**src/verilog/hsw_pkg.sv**
```systemverilog
// Command codes, field positions, reset values and timing counts
package hsw_pkg;
    // Management bus command codes
    localparam logic [7:0] CMD_OT_FAULT      = 8'h4f;
    localparam logic [7:0] CMD_OT_WARN       = 8'h51;
    localparam logic [7:0] CMD_STATUS_WORD   = 8'h79;
    localparam logic [7:0] CMD_STATUS_INPUT  = 8'h7c;
    localparam logic [7:0] CMD_VENDOR_STATUS = 8'h80;
    localparam logic [7:0] CMD_READ_TEMP     = 8'h8d;
    localparam logic [7:0] CMD_MASK          = 8'hd8;
    localparam logic [7:0] CMD_SETUP         = 8'hd9;
    localparam logic [7:0] CMD_DIAG          = 8'he1;
    localparam logic [7:0] CMD_CLEAR_FAULTS  = 8'h03;

    // Reset values, temperature in whole degrees
    localparam logic [15:0] OT_FAULT_RST = 16'h0096;
    localparam logic [15:0] OT_WARN_RST  = 16'h007d;
    localparam logic [15:0] MASK_RST     = 16'h0000;
    localparam logic [15:0] TEMP_RST     = 16'h0000;
    localparam logic [7:0]  SETUP_RST    = 8'h00;

    // Field positions
    localparam int VEN_PRESET = 0;
    localparam int VEN_BRK    = 1;
    localparam int IN_OC      = 1;
    localparam int IN_UV      = 4;
    localparam int IN_OV      = 7;
    localparam int SW_TEMP    = 2;
    localparam int SW_PG_N    = 11;
    localparam int SW_INPUT   = 13;
    localparam int DG_PGOOD   = 0;
    localparam int DG_OTF     = 1;
    localparam int DG_OTW     = 2;
    localparam int DG_OCOP    = 3;
    localparam int DG_UV      = 4;
    localparam int DG_OV      = 5;
    localparam int DG_BRK     = 6;
    localparam int DG_PRESET  = 7;
    localparam int SET_CB_OVR = 7;
    localparam int SET_CB_VAL = 6;

    // Diode excitation timing
    localparam int CLK_MHZ          = 100;
    localparam int DIODE_PERIOD_US  = 1000;
    localparam int DIODE_PERIOD_CYC = DIODE_PERIOD_US * CLK_MHZ;
    localparam int DIODE_CNT_W      = 17;

    typedef enum logic [1:0] {ST_INSERT, ST_RUN, ST_LATCHED} gate_mode_t;
endpackage : hsw_pkg

```
**src/verilog/hot_swap_fault_status_logic.sv**
```systemverilog
// Fault decision, gate requests and status registers of the hot-swap block
`timescale 1ns/100ps
// What this block does
// - Breaker trip over chosen multiple: strong pulldown, fault timer runs
// - Below breaker threshold: strong pulldown off, limit loops steer gate
// - Timer trip while limiting after breaker: moderate pulldown turns on
// - Breaker event sets vendor and diag breaker bits, alert unless masked
// - Setup register override picks breaker multiple; strap used otherwise
// - Power over threshold: regulate gate and run the fault timer
// - Power limit past timeout: overcurrent, summary, diag bits, alert
// - Undervoltage holds gate off; charge only after insertion delay
// - Undervoltage hysteresis on while low; overvoltage source off then
// - Undervoltage after power-up sets input, summary, diag bits, alert
// - Overvoltage: moderate pulldown; gate re-enabled when it falls back
// - Overvoltage hysteresis source follows overvoltage comparator
// - Overvoltage sets the input overvoltage status bit
// - Power good released when feedback high; feedback hysteresis follows
// - Power good forced low during undervoltage or overvoltage
// - Power good state readable in status word and diagnostic word
// - Diode excitation pulses high once per millisecond, low otherwise
// - Temperature read command returns the measured remote temperature
// - Alert above warning limit; gate disabled above fault limit
// - Host rewrites temperature limits; new limits replace defaults
// - After power-on, alert low and preset bit set until clear-faults
module hot_swap_fault_status_logic #(
    parameter int DIODE_PERIOD_CYCLES = hsw_pkg::DIODE_PERIOD_CYC
) (
    input  wire logic        i_clk,                // System clock
    input  wire logic        i_nrst,               // Sync reset, low
    input  wire logic        i_cmd_valid,          // Command strobe
    input  wire logic        i_cmd_write,          // 1 write, 0 read
    input  wire logic [7:0]  i_cmd_code,           // Command code
    input  wire logic [15:0] i_cmd_wdata,          // Write data
    output logic      [15:0] o_cmd_rdata,          // Read data
    output logic             o_cmd_done,           // Answer pulse
    output logic             o_cmd_unmapped,       // Bad command
    input  wire logic        i_breaker_multiple_strap, // Strap, 1 high
    input  wire logic        i_cb_over_low,        // Above low multiple
    input  wire logic        i_cb_over_high,       // Above high multiple
    input  wire logic        i_cl_active,          // Current limiting
    input  wire logic        i_pl_active,          // Power at limit
    input  wire logic        i_timer_trip,         // Timer at trip level
    input  wire logic        i_insert_done,        // Insertion delay over
    input  wire logic        i_uv_below,           // Undervoltage input low
    input  wire logic        i_ov_above,           // Overvoltage input high
    input  wire logic        i_fb_above,           // Feedback above level
    input  wire logic        i_temp_valid,         // New temperature
    input  wire logic [15:0] i_temp_value,         // Temperature, signed
    output logic             o_gate_strong_pd,     // Strong pulldown
    output logic             o_gate_moderate_pd,   // Moderate pulldown
    output logic             o_gate_charge,        // Gate charge current
    output logic             o_timer_run,          // Fault timer charge
    output logic             o_breaker_sel_high,   // High multiple chosen
    output logic             o_uv_hyst_en,         // UV hysteresis source
    output logic             o_ov_hyst_en,         // OV hysteresis source
    output logic             o_fb_hyst_en,         // FB hysteresis source
    input  wire logic        i_power_good_out_pin, // Pin level
    output logic             o_power_good_out,     // Pin drive value
    output logic             o_power_good_out_oe,  // Pulls pin low
    input  wire logic        i_alert_out_n_pin,    // Pin level
    output logic             o_alert_out_n,        // Pin drive value
    output logic             o_alert_out_n_oe,     // Pulls pin low
    output logic             o_diode_high          // High excitation
);

    typedef struct packed {
        hsw_pkg::gate_mode_t mode;
        logic                powered;
        logic                f_brk;
        logic                f_oc;
        logic                f_uv;
        logic                f_ov;
        logic                f_otw;
        logic                f_otf;
        logic                f_preset;
        logic [15:0]         ot_fault;
        logic [15:0]         ot_warn;
        logic [15:0]         mask;
        logic [15:0]         temp;
        logic [7:0]          setup;
        logic [16:0]         dcnt;
        logic                g_strong;
        logic                g_mod;
        logic                g_chg;
        logic                t_run;
        logic                uv_h;
        logic                ov_h;
        logic                fb_h;
        logic                pgood;
        logic                alert;
        logic                diode;
        logic [15:0]         rdata;
        logic                done;
        logic                unmapped;
    } state_t;

    state_t      q;
    state_t      d;
    logic        sel;
    logic        brk;
    logic        otw_now;
    logic        otf_now;
    logic        wr;
    logic        rd;
    logic        clr;
    logic        trip;

    // Diagnostic word from a state copy, power good optional
    function automatic logic [15:0] diag_of(input state_t s,
                                            input logic   with_pg);
        logic [15:0] v;
        v = 16'h0000;
        v[hsw_pkg::DG_PGOOD]  = s.pgood & with_pg;
        v[hsw_pkg::DG_OTF]    = s.f_otf;
        v[hsw_pkg::DG_OTW]    = s.f_otw;
        v[hsw_pkg::DG_OCOP]   = s.f_oc;
        v[hsw_pkg::DG_UV]     = s.f_uv;
        v[hsw_pkg::DG_OV]     = s.f_ov;
        v[hsw_pkg::DG_BRK]    = s.f_brk;
        v[hsw_pkg::DG_PRESET] = s.f_preset;
        return v;
    endfunction : diag_of

    // Breaker multiple select and comparator pick
    assign sel = q.setup[hsw_pkg::SET_CB_OVR] ?
                 q.setup[hsw_pkg::SET_CB_VAL] :
                 i_breaker_multiple_strap;
    assign brk = sel ? i_cb_over_high : i_cb_over_low;

    // Temperature limit compare against live limits
    assign otw_now = $signed(q.temp) > $signed(q.ot_warn);
    assign otf_now = $signed(q.temp) > $signed(q.ot_fault);

    // Command decode
    assign wr   = i_cmd_valid & i_cmd_write;
    assign rd   = i_cmd_valid & ~i_cmd_write;
    assign clr  = wr & (i_cmd_code == hsw_pkg::CMD_CLEAR_FAULTS);
    assign trip = (q.mode == hsw_pkg::ST_RUN) & i_timer_trip &
                  (i_cl_active | i_pl_active);

    // Next state: gate, flags, registers and answers
    always_comb begin
        d = q;
        d.done     = 1'b0;
        d.unmapped = 1'b0;
        // Gate mode sequencing
        case (q.mode)
            hsw_pkg::ST_INSERT: begin
                if (i_insert_done) begin
                    d.mode    = hsw_pkg::ST_RUN;
                    d.powered = 1'b1;
                end
            end
            hsw_pkg::ST_RUN: begin
                if (trip) begin
                    d.mode = hsw_pkg::ST_LATCHED;
                end
            end
            default: begin
                if (i_uv_below) begin
                    d.mode = hsw_pkg::ST_INSERT;
                end
            end
        endcase
        // Gate requests
        d.g_strong = brk;
        d.g_mod    = (q.mode != hsw_pkg::ST_RUN) | i_uv_below |
                     i_ov_above | otf_now;
        d.g_chg    = (q.mode == hsw_pkg::ST_RUN) & ~i_uv_below &
                     ~i_ov_above & ~otf_now & ~brk;
        d.t_run    = (q.mode == hsw_pkg::ST_RUN) &
                     (brk | i_cl_active | i_pl_active);
        // Hysteresis sources and power good
        d.uv_h  = i_uv_below;
        d.ov_h  = i_ov_above & ~i_uv_below;
        d.fb_h  = i_fb_above;
        d.pgood = i_fb_above & ~i_uv_below & ~i_ov_above;
        // Sticky flags, a set in the clear cycle wins
        d.f_brk    = (q.f_brk & ~clr) | brk;
        d.f_oc     = (q.f_oc & ~clr) | trip;
        d.f_uv     = (q.f_uv & ~clr) | (i_uv_below & q.powered);
        d.f_ov     = (q.f_ov & ~clr) | i_ov_above;
        d.f_otw    = (q.f_otw & ~clr) | otw_now;
        d.f_otf    = (q.f_otf & ~clr) | otf_now;
        d.f_preset = q.f_preset & ~clr;
        // Temperature capture
        if (i_temp_valid) begin
            d.temp = i_temp_value;
        end
        // Diode excitation period counter
        d.diode = 1'b0;
        if (q.dcnt == 17'(DIODE_PERIOD_CYCLES - 1)) begin
            d.dcnt  = 17'h00000;
            d.diode = 1'b1;
        end else begin
            d.dcnt = q.dcnt + 17'h00001;
        end
        // Register writes
        if (wr) begin
            d.done = 1'b1;
            if (i_cmd_code == hsw_pkg::CMD_OT_FAULT) begin
                d.ot_fault = i_cmd_wdata;
            end else if (i_cmd_code == hsw_pkg::CMD_OT_WARN) begin
                d.ot_warn = i_cmd_wdata;
            end else if (i_cmd_code == hsw_pkg::CMD_MASK) begin
                d.mask = i_cmd_wdata;
            end else if (i_cmd_code == hsw_pkg::CMD_SETUP) begin
                d.setup = i_cmd_wdata[7:0];
            end else if (i_cmd_code != hsw_pkg::CMD_CLEAR_FAULTS) begin
                d.unmapped = 1'b1;
            end
        end
        // Register reads
        if (rd) begin
            d.done  = 1'b1;
            d.rdata = 16'h0000;
            if (i_cmd_code == hsw_pkg::CMD_OT_FAULT) begin
                d.rdata = q.ot_fault;
            end else if (i_cmd_code == hsw_pkg::CMD_OT_WARN) begin
                d.rdata = q.ot_warn;
            end else if (i_cmd_code == hsw_pkg::CMD_STATUS_WORD) begin
                d.rdata[hsw_pkg::SW_INPUT] = q.f_oc | q.f_uv | q.f_ov;
                d.rdata[hsw_pkg::SW_PG_N]  = ~q.pgood;
                d.rdata[hsw_pkg::SW_TEMP]  = q.f_otw | q.f_otf;
            end else if (i_cmd_code == hsw_pkg::CMD_STATUS_INPUT) begin
                d.rdata[hsw_pkg::IN_OC] = q.f_oc;
                d.rdata[hsw_pkg::IN_UV] = q.f_uv;
                d.rdata[hsw_pkg::IN_OV] = q.f_ov;
            end else if (i_cmd_code == hsw_pkg::CMD_VENDOR_STATUS) begin
                d.rdata[hsw_pkg::VEN_BRK]    = q.f_brk;
                d.rdata[hsw_pkg::VEN_PRESET] = q.f_preset;
            end else if (i_cmd_code == hsw_pkg::CMD_READ_TEMP) begin
                d.rdata = q.temp;
            end else if (i_cmd_code == hsw_pkg::CMD_MASK) begin
                d.rdata = q.mask;
            end else if (i_cmd_code == hsw_pkg::CMD_SETUP) begin
                d.rdata = {8'h00, q.setup};
            end else if (i_cmd_code == hsw_pkg::CMD_DIAG) begin
                d.rdata = diag_of(q, 1'b1);
            end else begin
                d.unmapped = 1'b1;
            end
        end
        // Alert from next flags, held while any unmasked flag stays
        d.alert = |(diag_of(d, 1'b0) & ~q.mask);
        // Synchronous reset values
        if (!i_nrst) begin
            d          = '0;
            d.mode     = hsw_pkg::ST_INSERT;
            d.f_preset = 1'b1;
            d.alert    = 1'b1;
            d.g_mod    = 1'b1;
            d.ot_fault = hsw_pkg::OT_FAULT_RST;
            d.ot_warn  = hsw_pkg::OT_WARN_RST;
            d.mask     = hsw_pkg::MASK_RST;
            d.temp     = hsw_pkg::TEMP_RST;
            d.setup    = hsw_pkg::SETUP_RST;
        end
    end

    // State register
    always_ff @(posedge i_clk) begin
        q <= d;
    end

    // Outputs from the state register, pin drive values tied low; breaker select decoded from setup and strap
    assign o_cmd_rdata         = q.rdata;
    assign o_cmd_done          = q.done;
    assign o_cmd_unmapped      = q.unmapped;
    assign o_gate_strong_pd    = q.g_strong;
    assign o_gate_moderate_pd  = q.g_mod;
    assign o_gate_charge       = q.g_chg;
    assign o_timer_run         = q.t_run;
    assign o_breaker_sel_high  = sel;
    assign o_uv_hyst_en        = q.uv_h;
    assign o_ov_hyst_en        = q.ov_h;
    assign o_fb_hyst_en        = q.fb_h;
    assign o_power_good_out    = 1'b0;
    assign o_power_good_out_oe = ~q.pgood;
    assign o_alert_out_n       = 1'b0;
    assign o_alert_out_n_oe    = q.alert;
    assign o_diode_high        = q.diode;

    // Checks on the block's own behaviour
    a_breaker_pd: assert property (
        @(posedge i_clk) disable iff (!i_nrst)
        brk |=> o_gate_strong_pd && !o_gate_charge)
        else $error("breaker did not pull gate strongly");
    a_breaker_rel: assert property (
        @(posedge i_clk) disable iff (!i_nrst)
        $fell(brk) |=> !o_gate_strong_pd)
        else $error("strong pulldown not released");
    a_trip_off: assert property (
        @(posedge i_clk) disable iff (!i_nrst)
        trip |=> ##1 o_gate_moderate_pd && !o_gate_charge)
        else $error("timer trip left gate on");
    a_breaker_flag: assert property (
        @(posedge i_clk) disable iff (!i_nrst)
        brk && !q.mask[hsw_pkg::DG_BRK] |=> q.f_brk && o_alert_out_n_oe)
        else $error("breaker flag or alert missing");
    a_setup_ovr: assert property (
        @(posedge i_clk) disable iff (!i_nrst)
        q.setup[hsw_pkg::SET_CB_OVR] |->
        o_breaker_sel_high == q.setup[hsw_pkg::SET_CB_VAL])
        else $error("setup override ignored");
    a_power_timer: assert property (
        @(posedge i_clk) disable iff (!i_nrst)
        q.mode == hsw_pkg::ST_RUN && i_pl_active |=> o_timer_run)
        else $error("power limit did not run timer");
    a_oc_flag: assert property (
        @(posedge i_clk) disable iff (!i_nrst)
        trip |=> q.f_oc && q.mode == hsw_pkg::ST_LATCHED)
        else $error("overcurrent flag not set");
    a_uv_gate: assert property (
        @(posedge i_clk) disable iff (!i_nrst)
        i_uv_below |=> o_gate_moderate_pd && !o_gate_charge)
        else $error("gate on during undervoltage");
    a_uv_hyst: assert property (
        @(posedge i_clk) disable iff (!i_nrst)
        i_uv_below |=> o_uv_hyst_en && !o_ov_hyst_en)
        else $error("hysteresis sources wrong");
    a_pgood_force: assert property (
        @(posedge i_clk) disable iff (!i_nrst)
        i_uv_below || i_ov_above |=> o_power_good_out_oe)
        else $error("power good not forced low");
    a_diode_pulse: assert property (
        @(posedge i_clk) disable iff (!i_nrst)
        o_diode_high |=> !o_diode_high [*8])
        else $error("diode pulse too frequent");
    a_alert_hold: assert property (
        @(posedge i_clk) disable iff (!i_nrst)
        o_alert_out_n_oe && !clr && $stable(q.mask) |=> o_alert_out_n_oe)
        else $error("alert dropped without clear");
    a_preset_rst: assert property (
        @(posedge i_clk) disable iff (!i_nrst)
        $rose(i_nrst) |-> q.f_preset && o_alert_out_n_oe)
        else $error("preset bit not set after reset");

endmodule : hot_swap_fault_status_logic

```
**config.mk**
```make
export PLATFORM = sky130hd
export DESIGN_NAME = hot_swap_fault_status_logic
export DESIGN_NICKNAME = d
export VERILOG_FILES = /design/src/verilog/hsw_pkg.sv /design/src/verilog/hot_swap_fault_status_logic.sv
export SDC_FILE = /design/constraint.sdc
export NUM_CORES = 1
export LEC_CHECK = 0
export ABC_CLOCK_PERIOD_IN_PS = 3900
export BUFFER_PORTS_ARGS = -buffer_cell sky130_fd_sc_hd__buf_2
export CAP_MARGIN = 10
export CORE_ASPECT_RATIO = 0.8
export CORE_MARGIN = 5
export CORE_UTILIZATION = 62
export DETAILED_ROUTE_END_ITERATION = 8
export PLACE_DENSITY = 0.9
export SYNTH_ARGS = -nofsm -noshare
export SYNTH_HDL_FRONTEND = slang
export SYNTH_SLANG_ARGS = --single-unit
```
**constraint.sdc**
```tcl
create_clock -name i_clk -period 3.9 [get_ports i_clk]
set_input_delay 0.585 -clock i_clk [delete_from_list [all_inputs] [get_ports i_clk]]
set_output_delay 0.585 -clock i_clk [all_outputs]
set_load 0.01 [all_outputs]
```
# [Yosys cells after proc, flatten, opt, wreduce, memory -nomap -nowiden]
# Index checks and enable logic that the tools add are counted.
[totals] register_bits=127 input_bits=57 output_inout_bits=31 wordCells=151
[classes] addsub=1 magnitude_cmp=2 n_eq_ne=16 mux=45 bitwise=49 reduce_logical=10
[op_table] cell="16-bit 2-to-1 mux" n=5
[op_table] cell="8-bit equality test (second input constant)" n=5
[op_table] cell="8-bit by 7-bit equality test with 1-bit output (second input constant)" n=4
[op_table] cell="16-bit greater-than comparator" n=2
[op_table] cell="1-bit 2-to-1 mux" n=25
[op_table] cell="8-bit 2-to-1 mux" n=3
[op_table] cell="1-bit AND" n=21
[op_table] cell="2-bit 2-to-1 mux" n=9
[op_table] cell="17-bit by 1-bit adder with 17-bit output (second input constant)" n=1
[op_table] cell="17-bit equality test (second input constant)" n=1
[op_table] cell="8-bit by 16-bit AND with 16-bit output" n=1
[op_table] cell="16-bit NOT" n=1
[op_table] cell="16-bit OR reduction" n=1
[op_table] cell="1-bit bitwise OR" n=15
[op_table] cell="14-bit 2-to-1 mux" n=1
[op_table] cell="1-bit NOT" n=11
[op_table] cell="8-bit by 2-bit equality test with 1-bit output (second input constant)" n=1
[op_table] cell="8-bit by 2-bit inequality test with 1-bit output (second input constant)" n=1
[op_table] cell="3-bit AND reduction" n=2
[op_table] cell="5-bit AND reduction" n=1
[op_table] cell="2-bit inequality test (second input constant)" n=2
[op_table] cell="2-bit one-hot mux with 2 select lines" n=1
[op_table] cell="2-bit AND reduction" n=2
[op_table] cell="4-bit AND reduction" n=1
[op_table] cell="other kinds (6)" n=6

# [Longest topological paths before layout]
# Gate-level depths: netlist of the first run.
[logic_depth] word_depth=17 ltp_mapped=8 mapped_depth_nobuf=8

# [Worst setup path after synthesis of the first run]
# No wires, ideal clock.
[synth_path] path_kind="input port to flip-flop" from="input i_cmd_code[0]" to="register q[85] (netlist bit)" setup_time_ns=0.137 t_arrival_ns=2.197 required_time_ns=3.763 path_slack_ns=1.566 cell_stages=8 path_buffers=2 path_cell_list="buf_4 > nand2b_4 > or3_4 > or3_4 > or3_1 > buf_2 > nand2_1 > nand3_1"
[synth_via] elab_chain_cells=3 word_cells_on_any_way=4 classes_between="eq/ne (2); bitwise (1); reduce/logical (1)"
[synth_rtl] element="start: declaration" line="hot_swap_fault_status_logic.sv:32" text="input wire logic [7:0] i_cmd_code,"
[synth_rtl] element="8-bit by 7-bit equality test with 1-bit output" line="hot_swap_fault_status_logic.sv:201" text="if (i_cmd_code == hsw_pkg::CMD_OT_FAULT) begin"
[synth_rtl] element="1-bit NOT (no source line)"
[synth_rtl] element="3-bit AND reduction (no source line) (*)"
[synth_rtl] element="end signal: assignment" line="hot_swap_fault_status_logic.sv:263" text="q <= d;"
[synth_rtl] element="end: declaration" line="hot_swap_fault_status_logic.sv:97" text="state_t q;"
# Mark *: on every way between the ends. The rest lies on a longest branch, timed or not.
# A chain may end at the register's enable or synchronous reset.

# [Worst setup path in the final report of the first run]
[layout_path] from="register q[68] (netlist bit)" to="register q (netlist bit o_alert_out_n_oe)"
[layout_via] elab_chain_cells=4 word_cells_on_any_way=6 classes_between="order compare (2); bitwise (3); reduce/logical (1)"
[layout_rtl] element="16-bit greater-than comparator (on tied branches)" line="hot_swap_fault_status_logic.sv:132, hot_swap_fault_status_logic.sv:131"
[layout_rtl] element="1-bit bitwise OR (on tied branches)" line="hot_swap_fault_status_logic.sv:184, hot_swap_fault_status_logic.sv:183"
[layout_rtl] element="8-bit by 16-bit AND with 16-bit output (*)" line="hot_swap_fault_status_logic.sv:245" text="d.alert = |(diag_of(d, 1'b0) & ~q.mask);"
[layout_rtl] element="16-bit OR reduction (*)" line="hot_swap_fault_status_logic.sv:245"
# Marks and branches as above.

==> flow_metrics.py, run 1 <==
metrics = {
    "status": {
        "status": "finished, final reports clean",
    },
    "worst_setup_path": {
        "r2r_start": "q[68]$_SDFFE_PN0P_",
        "crit_chain": "ha_1 > nand4_1 > nor3_1 > a2111oi_0 > nor3b_1 > nor3b_1 > o221ai_1",
        "rr_endpoint": "o_alert_out_n_oe$_SDFF_PN1_",
        "reg2reg_slack_ps": 1000,
        "required_ps": 4180,
        "crit_top_cell": "nor3b_1",
        "criticalPathCategory": "flop to flop",
        "critPathMaxStageDelay_ps": 1060,
        "ff2ff_path_depth": 7,
        "cp-end-kind": "flop",
        "crit_path_top_delay_cell": "a2111oi_0",
        "cp_max_fo": 4,
        "cp-start-kind": "flop",
        "worstPathArrival_ps": 3180,
    },
    "logic_synthesis": {
        "synth_flop_cell": "dfxtp_1",
        "synth-compound-area-share_pct": 18.7,
        "yosys-mux-area-fraction_pct": 4.37,
        "synth_fa_ha_area_share_pct": 6.37,
        "synth_edf_count": 0,
        "yosys_warnings": 0,
        "ys_seq_area_share_pct": 39.3,
        "synthArstFlopShare_pct": 0,
        "ys_ff_latch": 127,
        "synthTopCellsByArea": "dfxtp_1 39%, nand2_1 6.8%, ha_1 6.4%",
        "netlist_instances": 758,
        "yosys.area.top_type": "dfxtp_1",
        "synth-xor-area-share_pct": 2.03,
        "avgSynthCellArea_um2": 8.55,
        "synth_simple_gate_area_share_pct": 22.4,
        "syn_area_um2": 6480,
        "synth_top_family_by_area": "simple AND/OR/NAND/NOR gates",
        "synth_cell_type_count": 64,
        "synth.top_cell.area_share_pct": 39.3,
    },
    "grt": {
        "grt_pass1_vias": 6042,
        "globalRouteOverflowTotal": 0,
        "grtUsageTotal_pct": 31.0,
        "grt_pass1_wl_mm": 30.8,
        "grt_max_degree": 43,
        "grt_antenna_before_repair": 0,
    },
    "sta": {
        "clock_skew_ps": 6.18,
        "hold_viol_final": 0,
        "finalCritPeriodShare_pct": 74.4,
        "max_freq_mhz": 345,
        "period_minus_slack_ps": 2900,
        "worstMarginPinSlew_ps": 1220,
        "setup_viol_count_final": 0,
        "fin_hold_ws_ps": 417,
        "timing.setup.tns_ps": 0,
        "slew_headroom_pct": 16.5,
        "rsz0062_at_grt": "no",
        "slew_viol_final": 0,
    },
    "drt": {
        "postRouteAntennaNets": 0,
        "drt-total-wl_mm": 19.3,
        "vias_per_cell": 6.25,
        "wl_per_cell_um": 19.9,
        "dr.pass1.iters": 6,
        "initialDrtViolationCount": 815,
        "vias": 6071,
        "drc": 0,
    },
    "final_layout": {
        "layout_common_cells": "127 x dfxtp_1, 118 x nand2_1, 83 x buf_2, 40 x inv_1, 36 x a21oi_1",
        "diodes": 0,
        "area_growth_pct": 17.2,
        "nNetsFinal": 908,
        "fillers": 741,
        "seq_area_um2": 2540,
        "mostFrequentLayoutCell": "dfxtp_1",
        "layout-drive-gt1-share_pct": 17.1,
        "multiInputGateArea_um2": 3500,
    },
    "clock_network": {
        "post_cts_buffers": 0,
        "cts_hold_buf": 0,
        "cts_buffers": 17,
        "cts_sinks": 127,
        "cts_resized": 0,
        "clk_latency_ps": 420,
        "cts_tree": "built",
        "htreeDepth": 4,
        "path_clk_slew_ps": 60,
        "ctsLongestPathBuffers": 2,
        "root_buffer": "clkbuf_16",
    },
    "pwr": {
        "seqPwrFrac_pct": 38.5,
        "ir_drop_uv": 355,
        "intPower_mw": 2.77,
        "clkPwrFrac_pct": 54.0,
        "p_comb_share_pct": 7.5,
        "power.switching_uw": 768,
        "swShare_pct": 21.7,
        "p_per_area_nw_per_um2": 467,
        "p_leak_nw": 3.06,
    },
    "die": {
        "num_rows": 33,
        "die_w_um": 124,
        "core_area_um2": 10200,
        "die_h_um": 101,
        "start_util_pct": 63.3,
        "design.die.area_um2": 12600,
        "ios": 88,
    },
    "min_path": {
        "hp-class": "input pin to flop",
        "holdPathEnd": "o_fb_hyst_en$_SDFF_PN0_",
        "min_path_cells": 2,
        "hold_path_startpoint": "i_fb_above",
    },
    "place": {
        "hpwl_mm": 13.3,
        "port_buffers": 83,
        "gp_congestion": 1.00,
    },
    "run": {
        "max-cap-violations": 0,
    },
}
-- cell usage after synthesis, types with 6 or more instances --
| library cell | n |
|---|---|
| dfxtp_1 | 127 |
| nand2_1 | 118 |
| inv_1 | 40 |
| a21oi_1 | 36 |
| nor2b_1 | 35 |
| ha_1 | 33 |
| nor2_1 | 33 |
| a21boi_0 | 30 |
| clkbuf_1 | 28 |
| mux2i_1 | 26 |
| o21ai_0 | 24 |
| buf_4 | 19 |
| nand3_1 | 17 |
| a221oi_1 | 14 |
| nand4_1 | 14 |
| o211ai_1 | 13 |
| a22oi_1 | 11 |
| a21boi_1 | 10 |
| nor3_1 | 9 |
| xor2_1 | 9 |
| and3_1 | 7 |
| buf_2 | 7 |
| nor3b_1 | 7 |
| and2_1 | 6 |
| nor4_1 | 6 |
| xnor2_1 | 6 |
-- area by class of cell --
cell class              count  area share [%]
multi-input cells         537            46.1
well taps                 140            2.31
repair buffers             95            6.66
inverters                  40            1.98
clock buffers              23            6.43
flip-flops and latches    127            33.5
clock inverters             9            2.98
-- kinds of logic (layout without fill, tap and decap cells) --
kind of cell | after synthesis | after routing
adders and majority gates | 33 | 33
other | 1 | 2
buffers and inverters | 95 | 167
xor gates and xnor gates | 15 | 15
and+or+nand+nor | 282 | 282
AOI/OAI and AO/OA | 177 | 177
muxes | 28 | 28
DFF | 127 | 127
-- critical path, delay by kind of cell, from the launching register on --
family          cells  cell delay [ps]
compound gates      2             1250
fa+ha+maj           1              320
flops               1              440
simple gates        4              740
-- how the worst max path moves through the flow --
stage,startpoint,to,depth (start not counted)
after CTS,q[60]$_SDFFE_PN0P_,o_alert_out_n_oe$_SDFF_PN1_,7
after floorplan,i_cmd_code[0],q[85]$_SDFFE_PN1P_,8
final,q[68]$_SDFFE_PN0P_,o_alert_out_n_oe$_SDFF_PN1_,7
after global placement,i_cmd_code[5],o_cmd_rdata[11]$_SDFFE_PN0P_,6
after global routing,q[116]$_SDFFE_PN0P_,o_alert_out_n_oe$_SDFF_PN1_,8
after detailed placement,i_cmd_code[0],q[114]$_SDFFE_PN0P_,7
-- power by group through the flow --
| stage | sequential [mW] | clock, mW | combinational (mW) |
|---|---|---|---|
| floorplan | 1.38 | 0 | 0.171 |
| global placement | 1.39 | 0 | 0.242 |
| detailed placement | 1.39 | 0 | 0.254 |
| CTS | 1.36 | 1.91 | 0.260 |
| global route | 1.37 | 1.98 | 0.288 |
| finish | 1.37 | 1.91 | 0.265 |
-- stage by stage --
stage	setup WS, ps	power [mW]	cell area [µm²]	utilization (%)	instances
finish	997	3.54	7590	74.1	971
global route	902	3.64	7590	74.1	971
CTS	1050	3.53	7590	74.1	971
floorplan	1570	1.55	6480	-	759
detailed placement	1050	1.64	6880	67.1	939
global placement	1130	1.63	6880	67.1	939
-- sequential cells by signal, indices dropped and copies added (netlist names) --
register,count
o_cmd_rdata,16
o_cmd_unmapped,1
o_ov_hyst_en,1
o_fb_hyst_en,1
o_alert_out_n_oe,1
o_timer_run,1
o_gate_moderate_pd,1
o_gate_charge,1
o_diode_high,1
o_gate_strong_pd,1
o_uv_hyst_en,1
o_cmd_done,1
q,100
-- per-layer routing --
layer / GRT usage (%) / up-vias / routed length, µm
met2: 52.0 / 382 / 8790
met4: 13.3 / 0 / 710
met3: 10.3 / 82 / 2310
met5: 0 / - / 0
met1: 36.9 / 2829 / 7530
li1: - / 2778 / -
No activity file was read; power rests on OpenSTA's default activity.
==> run 2, diff against run 1 <==
Settings changed: ABC_AREA set to 1, ABC_CLOCK_PERIOD_IN_PS 3900 to 3000, CORE_UTILIZATION 62 to 58, PLACE_DENSITY 0.9 to 0.85.
Clock period 3.9 ns to 3 ns, I/O delays scaled along.
==> flow_metrics.py, run 2 <==
metrics = {
    "status": {
        "status": "finished, final reports clean",
    },
    "final_layout": {
        "nNetsFinal": 1068,
        "layout-drive-gt1-share_pct": 15.2,
        "mostFrequentLayoutCell": "nand2_1",
        "layout_common_cells": "181 x nand2_1, 127 x dfxtp_1, 117 x inv_1, 98 x nor2_1, 83 x buf_2",
        "final_core_util_pct": 68.6,
        "fillers": 923,
        "multiInputGateArea_um2": 3250,
        "area_growth_pct": 14.4,
        "largest_reg_flops": 100,
        "diodes": 0,
        "regMostFlops": "q",
        "seq_area_um2": 2540,
    },
    "logic_synthesis": {
        "yosys_warnings": 0,
        "synthArstFlopShare_pct": 0,
        "yosys.area.top_type": "dfxtp_1",
        "ys_top_cells_by_count": "181 x nand2_1, 127 x dfxtp_1, 117 x inv_1",
        "synth_edf_count": 0,
        "post-synth-top-count-cell": "nand2_1",
        "ys_seq_area_share_pct": 38.6,
        "syn_area_um2": 6580,
        "ys_ff_latch": 127,
        "synth.top_cell.area_share_pct": 38.6,
        "synthTopCellsByArea": "dfxtp_1 39%, nand2_1 10%, inv_1 6.7%",
        "netlist_instances": 918,
        "synth_flop_cell": "dfxtp_1",
        "avgSynthCellArea_um2": 7.17,
        "synth_cell_type_count": 49,
    },
    "clock_network": {
        "cts_hold_buf": 0,
        "cts_resized": 0,
        "cts_tree": "built",
        "cts_buffers": 17,
        "post_cts_buffers": 0,
        "ctsLongestPathBuffers": 2,
        "cts_sinks": 127,
        "htreeDepth": 4,
        "clk_latency_ps": 420,
        "path_clk_slew_ps": 60,
        "root_buffer": "clkbuf_16",
    },
    "drt": {
        "drc": 0,
        "dr.pass1.iters": 5,
        "vias_per_cell": 5.49,
        "postRouteAntennaNets": 0,
        "vias": 6228,
        "drt-total-wl_mm": 17.4,
        "initialDrtViolationCount": 826,
        "wl_per_cell_um": 15.3,
    },
    "worst_setup_path": {
        "criticalPathCategory": "flop to flop",
        "worstPathArrival_ps": 2160,
        "critPathMaxStageDelay_ps": 360,
        "cp-start-kind": "flop",
        "critPathBufInv": 1,
        "cp-end-kind": "flop",
        "critPathTopFamily": "simple AND/OR/NAND/NOR gates",
        "crit_path_top_delay_cell": "dfxtp_1",
        "cp_max_fo": 3,
        "crit_top_cell": "nand2_1",
        "crit_chain": "inv_1 > ha_1 > nand4_1 > nor3_1 > nand2_1 > nand2_1 > nand2_1 > nand3_1 > nand2_1 > nand2_1 > nand3_1",
        "required_ps": 3310,
    },
    "die": {
        "start_util_pct": 60.0,
        "core_area_um2": 11000,
        "ios": 88,
        "die_h_um": 105,
        "design.die.area_um2": 13600,
        "num_rows": 34,
        "die_w_um": 129,
    },
    "sta": {
        "finalCritPeriodShare_pct": 61.8,
        "timing.setup.tns_ps": 0,
        "slew_headroom_pct": 43.8,
        "max_freq_mhz": 539,
        "setup_viol_count_final": 0,
        "hold_viol_final": 0,
        "period_minus_slack_ps": 1850,
        "rsz0062_at_grt": "no",
        "slew_viol_final": 0,
        "worstMarginPinSlew_ps": 841,
        "clock_skew_ps": 6.63,
    },
    "place": {
        "port_buffers": 83,
        "gp_congestion": 0.981,
        "hpwl_mm": 12.5,
    },
    "grt": {
        "globalRouteOverflowTotal": 0,
        "grt_pass1_vias": 5720,
        "grt_antenna_before_repair": 0,
        "grt_pass1_wl_mm": 28.3,
        "grtUsageTotal_pct": 26.1,
        "grt_max_degree": 62,
    },
    "pwr": {
        "p_leak_nw": 3.44,
        "clkPwrFrac_pct": 51.2,
        "power.switching_mw": 1.10,
        "intPower_mw": 3.18,
        "seqPwrFrac_pct": 41.2,
        "swShare_pct": 25.7,
        "ir_drop_uv": 419,
        "p_comb_share_pct": 7.6,
        "p_per_area_nw_per_um2": 568,
    },
    "run": {
        "max-cap-violations": 0,
    },
    "min_path": {
        "hp-class": "input pin to flop",
    },
}
run 2: cell count changes after synthesis, moves of 15 or more:
| cell | delta |
|---|---|
| a21boi_0 | -30 |
| mux2i_1 | -26 |
| inv_1 | +77 |
| nand3_1 | +15 |
| nor2_1 | +65 |
| a21oi_1 | +40 |
| o21ai_1 | +18 |
| clkbuf_1 | -18 |
| nor2b_1 | -35 |
| o21ai_0 | +47 |
| nand2_1 | +63 |
run 2: final cells by class:
type,instances,share of cell area [%]
Multi-Input combinational cell,618,43.2
Sequential cell,127,33.8
Inverter,127,6.38
Timing Repair Buffer,87,5.92
Clock buffer,17,5.65
Clock inverter,15,2.69
Tap cell,144,2.39
run 2: worst paths after layout:
kind	cells past startpoint	endpoint	slack, ps	start
max reg2reg	11	o_alert_out_n_oe$_SDFF_PN1_	1150	q[96]$_SDFFE_PN0P_
min reg2reg	1	q[28]$_SDFF_PP0_	460	q[28]$_SDFF_PP0_
max	11	o_alert_out_n_oe$_SDFF_PN1_	1150	q[96]$_SDFFE_PN0P_
min	2	q[20]$_SDFF_PN0_	200	i_ov_above
run 2: power by group through the flow:
stage	Clock [mW]	Sequential (mW)	Combinational (mW)
after CTS	2.21	1.76	0.320
after detailed placement	0	1.80	0.315
after floorplan	0	1.78	0.207
after global routing	2.29	1.76	0.366
final	2.19	1.76	0.323
after global placement	0	1.80	0.306
run 2: cells by family (layout without fill, tap and decap cells):
family | count (synthesis) | count (layout) | synth area share (%)
simple gates | 375 | 375 | 25.4
compound gates | 205 | 205 | 17.2
buf+inv | 174 | 246 | 12.0
flops | 127 | 127 | 38.6
fa+ha+maj | 33 | 33 | 6.27
xor+xnor | 3 | 3 | 0.399
other cells | 1 | 2 | 0.0570
run 2: metrics by stage:
step	instance area [µm²]	power (mW)	instances	setup slack, ps	hold slack, ps
finish	7530	4.27	1135	1150	202
global route	7530	4.42	1135	996	189
CTS	7530	4.28	1135	1180	191
floorplan	6590	1.99	919	1450	418
detailed placement	6900	2.11	1103	844	449
global placement	6900	2.10	1103	854	432
run 2: per-layer routing:
metal  vias up  GRT usage [%]  routed length, µm
met2       289           36.5               7210
met1      2783           38.5               8000
met5         -              0                  0
li1       3119              -                  -
met4         0           9.37                403
met3        37           7.03               1800
